[src/lsi_pkg.sv]
// Purpose: constants for the lin sync interrupt gate and test route block
// Assumes: apb slave, 32-bit data, one clock pclk at 10 MHz
// Notes: control word is 16 bits; bits above read as zero
// How it works
// - pulse-width mode: bit 12 high blocks rise irq
// - pulse-width mode: bit 12 low allows rise irq
// - lin mode: bit 12 high enables rise irq
// - lin mode: bit 12 low blocks rise irq
// - bit 11 gates break compare irq
// - bit 10 gates break error irq
// - bit 9 high routes transceiver to test pins
// - bit 9 low connects transceiver to uart
// - control register 16-bit, bits 12:0 read/write, bits 15:13 read zero, resets zero
package lsi_pkg;
	localparam int CTRL_W = 16;
	localparam logic [CTRL_W-1:0] CTRL_RESET = 16'h0000;
	localparam logic [CTRL_W-1:0] CTRL_WMASK = 16'h1fff;
	localparam int BIT_RISE_DIS = 12;
	localparam int BIT_CMP_DIS = 11;
	localparam int BIT_ERR_DIS = 10;
	localparam int BIT_TEST = 9;
	localparam int NEV = 3;
	localparam int EV_RISE = 0;
	localparam int EV_CMP = 1;
	localparam int EV_ERR = 2;
	localparam logic [11:0] OFS_CTRL = 12'h000;
	localparam logic [11:0] OFS_STAT = 12'h004;
	localparam logic [11:0] OFS_CLR = 12'h008;
	localparam logic [11:0] OFS_IEN = 12'h00c;
	localparam logic [11:0] OFS_MODE = 12'h010;
	localparam logic [NEV-1:0] IEN_RESET = 3'h7;
endpackage

[src/lsi_flags.sv]
// Purpose: sticky event flags with write-one-to-clear
// Assumes: events are one-cycle pulses synchronous to pclk
// Notes: a set in the clearing cycle wins
`timescale 1ns/100ps
module lsi_flags #(
	parameter int N = 3
) (
	input wire logic pclk, // clock
	input wire logic presetn, // async reset, low
	input wire logic [N-1:0] set, // event pulses
	input wire logic [N-1:0] clr, // clear pulses
	output logic [N-1:0] flag // sticky flags
);
	logic [N-1:0] next_flag;
	// refuse a width the per-bit loop cannot serve
	if (N < 1) begin : g_bad_width
		$error("lsi_flags: N must be at least 1");
	end
	////////////////////////////////////////////////////////////////////////
	// per-bit next value; set beats clear so no event is lost
	genvar i;
	generate
		for (i = 0; i < N; i++) begin : g_bit
			always_comb begin
				next_flag[i] = set[i] | (flag[i] & ~clr[i]);
			end
		end
	endgenerate
	always_ff @(posedge pclk or negedge presetn) begin
		if (!presetn) begin
			flag <= '0;
		end else begin
			flag <= next_flag;
		end
	end
endmodule

[src/lsi_route.sv]
// Purpose: transceiver routing between uart and test pins
// Assumes: test pins already set to their function by software
// Notes: registered so every path adds one pclk of latency
`timescale 1ns/100ps
module lsi_route (
	input wire logic pclk, // clock
	input wire logic presetn, // async reset, low
	input wire logic test_mode, // standalone test select
	input wire logic uart_txd, // uart transmit
	input wire logic xcvr_rxd, // transceiver receive
	input wire logic test_pin_in, // first test pin level
	output logic xcvr_txd, // to transceiver transmit
	output logic uart_rxd, // to uart receive
	output logic test_pin_out // to second test pin
);
	logic next_xcvr_txd;
	logic next_uart_rxd;
	logic next_test_pin_out;
	////////////////////////////////////////////////////////////////////////
	// select path; uart rx idles high in test mode to avoid junk bytes
	always_comb begin
		if (test_mode) begin
			next_xcvr_txd = test_pin_in;
			next_test_pin_out = xcvr_rxd;
			next_uart_rxd = 1'b1;
		end else begin
			next_xcvr_txd = uart_txd;
			next_uart_rxd = xcvr_rxd;
			next_test_pin_out = 1'b1;
		end
	end
	// recessive level high out of reset
	always_ff @(posedge pclk or negedge presetn) begin
		if (!presetn) begin
			xcvr_txd <= 1'b1;
			uart_rxd <= 1'b1;
			test_pin_out <= 1'b1;
		end else begin
			xcvr_txd <= next_xcvr_txd;
			uart_rxd <= next_uart_rxd;
			test_pin_out <= next_test_pin_out;
		end
	end
endmodule

[src/lsi_top.sv]
// Purpose: lin sync control word, interrupt gating and test routing
// Assumes: apb3 slave, zero wait states, events synchronous to pclk
// Notes: mode select is a register of its own at OFS_MODE
`timescale 1ns/100ps
module lsi_top
	import lsi_pkg::*;
(
	input wire logic pclk, // clock, 10 MHz
	input wire logic presetn, // async reset, low
	input wire logic psel, // apb select
	input wire logic penable, // apb access phase
	input wire logic pwrite, // apb direction
	input wire logic [11:0] paddr, // apb byte address
	input wire logic [31:0] pwdata, // apb write data
	output logic [31:0] prdata, // apb read data
	output logic pready, // apb ready
	output logic pslverr, // apb error
	input wire logic ev_rise, // rising edge detected pulse
	input wire logic ev_cmp, // break compare pulse
	input wire logic ev_err, // break error pulse
	input wire logic uart_txd, // uart transmit
	input wire logic xcvr_rxd, // transceiver receive
	input wire logic test_pin_in, // first test pin
	output logic xcvr_txd, // transceiver transmit
	output logic uart_rxd, // uart receive
	output logic test_pin_out, // second test pin
	output logic [NEV-1:0] irq_req, // gated requests
	output logic irq // level interrupt
);
	logic [CTRL_W-1:0] ctrl;
	logic [CTRL_W-1:0] next_ctrl;
	logic [NEV-1:0] ien;
	logic [NEV-1:0] next_ien;
	logic mode_pwb;
	logic next_mode_pwb;
	logic [NEV-1:0] clr;
	logic [NEV-1:0] flag;
	logic [NEV-1:0] gate;
	logic [NEV-1:0] next_req;
	logic next_irq;
	logic [31:0] next_prdata;
	logic next_pslverr;
	logic acc;
	logic hit;
	////////////////////////////////////////////////////////////////////////
	// apb: answer in setup, ready held high, so zero wait states
	assign acc = psel & penable;
	always_comb begin
		next_ctrl = ctrl;
		next_ien = ien;
		next_mode_pwb = mode_pwb;
		clr = '0;
		hit = 1'b1;
		next_prdata = '0;
		case (paddr)
			OFS_CTRL: next_prdata = {16'h0000, ctrl};
			OFS_STAT: next_prdata = {29'h0, flag};
			OFS_CLR: next_prdata = '0;
			OFS_IEN: next_prdata = {29'h0, ien};
			OFS_MODE: next_prdata = {31'h0, mode_pwb};
			default: hit = 1'b0;
		endcase
		if (acc && pwrite && hit) begin
			case (paddr)
				OFS_CTRL: next_ctrl = pwdata[CTRL_W-1:0] & CTRL_WMASK;
				OFS_CLR: clr = pwdata[NEV-1:0];
				OFS_IEN: next_ien = pwdata[NEV-1:0];
				OFS_MODE: next_mode_pwb = pwdata[0];
				default: clr = '0;
			endcase
		end
		if (!(psel && !penable && !pwrite)) begin
			next_prdata = prdata;
		end
		next_pslverr = psel && !penable && !hit;
		if (acc) begin
			next_pslverr = pslverr;
		end
	end
	////////////////////////////////////////////////////////////////////////
	// per-source disable decode; bit 12 polarity flips with mode
	always_comb begin
		if (mode_pwb) begin
			gate[EV_RISE] = ~ctrl[BIT_RISE_DIS];
		end else begin
			gate[EV_RISE] = ctrl[BIT_RISE_DIS];
		end
		gate[EV_CMP] = ~ctrl[BIT_CMP_DIS];
		gate[EV_ERR] = ~ctrl[BIT_ERR_DIS];
		// flags set regardless; only the request is masked
		next_req = flag & gate;
		next_irq = |(next_req & ien);
	end
	always_ff @(posedge pclk or negedge presetn) begin
		if (!presetn) begin
			ctrl <= CTRL_RESET;
			ien <= IEN_RESET;
			mode_pwb <= 1'b0;
			prdata <= '0;
			pready <= 1'b0;
			pslverr <= 1'b0;
			irq_req <= '0;
			irq <= 1'b0;
		end else begin
			ctrl <= next_ctrl;
			ien <= next_ien;
			mode_pwb <= next_mode_pwb;
			prdata <= next_prdata;
			pready <= 1'b1;
			pslverr <= next_pslverr;
			irq_req <= next_req;
			irq <= next_irq;
		end
	end
	////////////////////////////////////////////////////////////////////////
	// sticky flags see every event even when its request is disabled
	lsi_flags #(
		.N(NEV)
	) u_flags (
		.pclk(pclk),
		.presetn(presetn),
		.set({ev_err, ev_cmp, ev_rise}),
		.clr(clr),
		.flag(flag)
	);
	// software must pick pin functions before raising bit 9
	lsi_route u_route (
		.pclk(pclk),
		.presetn(presetn),
		.test_mode(ctrl[BIT_TEST]),
		.uart_txd(uart_txd),
		.xcvr_rxd(xcvr_rxd),
		.test_pin_in(test_pin_in),
		.xcvr_txd(xcvr_txd),
		.uart_rxd(uart_rxd),
		.test_pin_out(test_pin_out)
	);
endmodule

[config.mk]
export PLATFORM = sky130hd
export DESIGN_NAME = lsi_top
export DESIGN_NICKNAME = d
export VERILOG_FILES = /design/src/lsi_pkg.sv /design/src/lsi_flags.sv /design/src/lsi_route.sv /design/src/lsi_top.sv
export SDC_FILE = /design/constraint.sdc
export NUM_CORES = 1
export LEC_CHECK = 0
export CORE_ASPECT_RATIO = 1.2
export CORE_MARGIN = 2
export CORE_UTILIZATION = 55
export DETAILED_ROUTE_END_ITERATION = 7
export DONT_BUFFER_PORTS = 1
export MAX_ROUTING_LAYER = met4
export PLACE_DENSITY = 0.76
export SYNTH_ARGS = -nofsm -noshare
export SYNTH_HDL_FRONTEND = slang
export SYNTH_SLANG_ARGS = --single-unit
export TNS_END_PERCENT = 100
[constraint.sdc]
create_clock -name pclk -period 1.6 [get_ports pclk]
set_clock_uncertainty 0.05 [all_clocks]
set_input_delay 0.32 -clock pclk [delete_from_list [all_inputs] [get_ports pclk]]
set_output_delay 0.32 -clock pclk [all_outputs]
set_load 0.03 [all_outputs]
==> metrics.txt <==
detailed placer's ending HPWL=2730 microns; top flip-flop cell by instance count after synthesis=dfrtp_1; routed metal-1 wire length=1450 microns; switching share of total power=25.0%; maximum count of clock buffers along a single path=2; layout cell share with drive strength beyond 1=28.7%; Congestion Overflow GR=0; fraction of synthesized cell area taken by the top area cell type=46.3%; antenna violations before repair=0; number of instances in the synthesized netlist=149; nets@finish=215; data arrival time of the critical path=1.73 ns; highest signal layer in the routed design=met4; dominant cells by area after synthesis=dfrtp_1 46%, dfstp_2 8.1%, mux2_4 7.7%, buf_4 7.3%, a22o_1 4.5%; Std-Cell Core Area=3370 sq um; Initial Util=57.8%; height of the die=69.2 microns; Clock transition at path regs=0.08 ns; Fillers=283; fraction of registers with async set or reset after synthesis=100%; number of setup buffers added after CTS=0; net switching power of the design=0.000465 W; start-to-end type of the worst setup path=primary input to flop; count of pins over their slew limit=0; Setup WS post-layout=-0.00990 ns; worst endpoint required time=1.72 ns; maximum capacitance violations=0; top fanout value on the critical path=4; area occupied by multi-input gates=795 sq um; via total after detailed routing=1127; die extent in x=58.3 microns; final hold violations=0; timing-limited maximum frequency=621 MHz; number of synthesized flops with an enable pin=0; boundary pin count=96; Final ANT Viol Nets=0; number of endpoints failing setup at the final stage=4; area growth from synthesis to layout=7.59%; drt wl/cell=18.5 microns; CTS Buf Count=5; footprint of the flip-flops and latches=1060 sq um; Setup crit end kind=flop; post-DR vias/cell=5.72; number of placed instances, taps included=188; final period demand of the worst path=1.61 ns; initial detailed-routing violation count=62; count of input and output buffers=0; antenna diode count=0; clock latency on the worst-skew pair=0.28 ns; clock root cell=clkbuf_8; maximum vdd drop=610 uV; row count=23; DR WL met3=269 microns; part of the total power dissipated in the clock network=33.9%; sink count of the clock tree=42; total power divided by cell area=889 nW/um^2; gr usage total=19.9%; static leakage=0.971 nW; part of the power in combinational logic=6.9%; setup repair after global routing missed its margin=true; top cell type by total area after synthesis=dfrtp_1; warnings from Yosys=0; TritonCTS clock tree=yes; internal power=0.00140 W; failing checks=negative setup slack; total number of H-tree levels=2; flip-flop and latch count after synthesis=42; via count of the first global-routing pass=1244; count of different cell masters after synthesis=41; Die Area=4030 sq um; Post-Synthesis Cell Area=1950 sq um; outcome=finished with violations; Min-Delay Path Class=primary input to flop; largest net degree at the start of global routing=43; element type at the critical path start=primary input; average size of a mapped cell=13.1 sq um; iteration count of the initial detailed-routing pass=4; global-route wire length before repair=5980 microns; final wirelength=3640 microns; part of the Yosys area used for sequential elements=54.4%; register share of total power=59.2%; Layout Cells excl Fill=197; setup slack after placement=-0.340 ns; final critical-path share of the clock period=101%; DRC Markers=0; total met2 wirelength after detailed routing=1870 microns; GP Congestion=0.807
## cells by family (layout without fill, tap and decap cells)
group                  Yosys count  after routing  synth area share (%)
flip-flops                      42             42                  54.4
AND/OR/NAND/NOR                 33             33                  11.8
AO/OA/AOI/OAI                   25             25                  9.65
multiplexers                    21             21                  13.9
XOR/XNOR                         1              1                 0.450
buffers and inverters           25             18                  9.39
other                            2             20                 0.386
## worst max-delay path, stage by stage
cell	delay, ns
or4_4	0.55
nand4bb_4	0.24
nor2_4	0.14
buf_4	0.17
mux2_4	0.31
## Yosys cell counts (3+ instances only)
library cell,count
nand2_1,6
dfrtp_1,36
mux2_4,10
a31oi_1,3
mux2_2,5
nor2_1,5
mux2_1,3
a22o_1,10
dfstp_2,6
a21o_1,3
buf_4,19
o21ai_0,3
mux2i_1,3
## sequential cells by signal, summed over array words and instances (netlist names), 3 cells and up
signal	count
ien	3
ctrl	13
irq_req	3
prdata	13
u_flags.flag	3
## path summary, 6_finish.rpt
check,start,endpoint,slack [ns],depth (start not counted)
max reg2reg,mode_pwb,irq,0.33,4
min in group asynchronous,presetn,mode_pwb,0.48,2
min reg2reg,ctrl[11],irq_req[1],0.43,1
max,paddr[9],ctrl[0],-0.01,5
max in group asynchronous,presetn,u_route.xcvr_txd,0.77,2
min,ev_rise,u_flags.flag[0],0.07,1
## cell type report
type,count,share of cell area (%)
flip-flops and latches,42,50.6
multi-input cells,100,38.0
repair buffers,9,5.14
clock buffers,5,3.29
well taps,37,2.21
clock inverters,2,0.478
inverters,2,0.359
## power groups by stage
| stage | clock (W) | combinational (W) | sequential, W |
|---|---|---|---|
| final | 0.000630 | 0.000129 | 0.00110 |
| after global routing | 0.000686 | 0.000141 | 0.00110 |
| after CTS | 0.000650 | 0.000129 | 0.00110 |
| after detailed placement | 0 | 0.000100 | 0.00112 |
| after global placement | 0 | 0.0000979 | 0.00112 |
| after floorplan | 0 | 0.000136 | 0.00112 |
## metal layers
metal	global-route usage, %	vias up
li1	-	518
met1	23.8	555
met3	6.19	4
met5	-	-
met2	31.3	50
met4	6.98	0
## what timing repair did
action | CTS | global route
endpoints found under the hold margin | 42 | 0
hold buffers | 2 | 0
resized for setup | 0 | 4
pin swaps | 1 | 0
endpoints found under the setup margin | 10 | 14
## layout by cell type (no fill, tap or decap), types with 3 or more instances in the layout
cell type  Yosys  routed
a21o_1         3       3
a22o_1        10      10
a31oi_1        3       3
buf_12         1       3
buf_4         19       5
clkbuf_8       0       5
conb_1         2      20
dfrtp_1       36      36
dfstp_2        6       6
mux2_4        10      16
mux2i_1        3       3
nand2_1        6       6
nor2_1         5       5
o21ai_0        3       3
## per-stage QoR
step / util (%) / TNS [ns] / instance area (sq um) / power, W / hold WS [ns]
floorplan: - / -5.33 / 2020 / 0.00125 / -0.0256
global placement: 58.5 / -6.45 / 1970 / 0.00122 / -0.0247
detailed placement: 58.5 / -7.49 / 1970 / 0.00122 / -0.0247
CTS: 61.7 / -0.0225 / 2080 / 0.00188 / 0.0676
global route: 62.2 / -0.221 / 2090 / 0.00193 / 0.0732
finish: 62.2 / -0.0207 / 2090 / 0.00186 / 0.0737
Power figures use the tool's default switching activity.
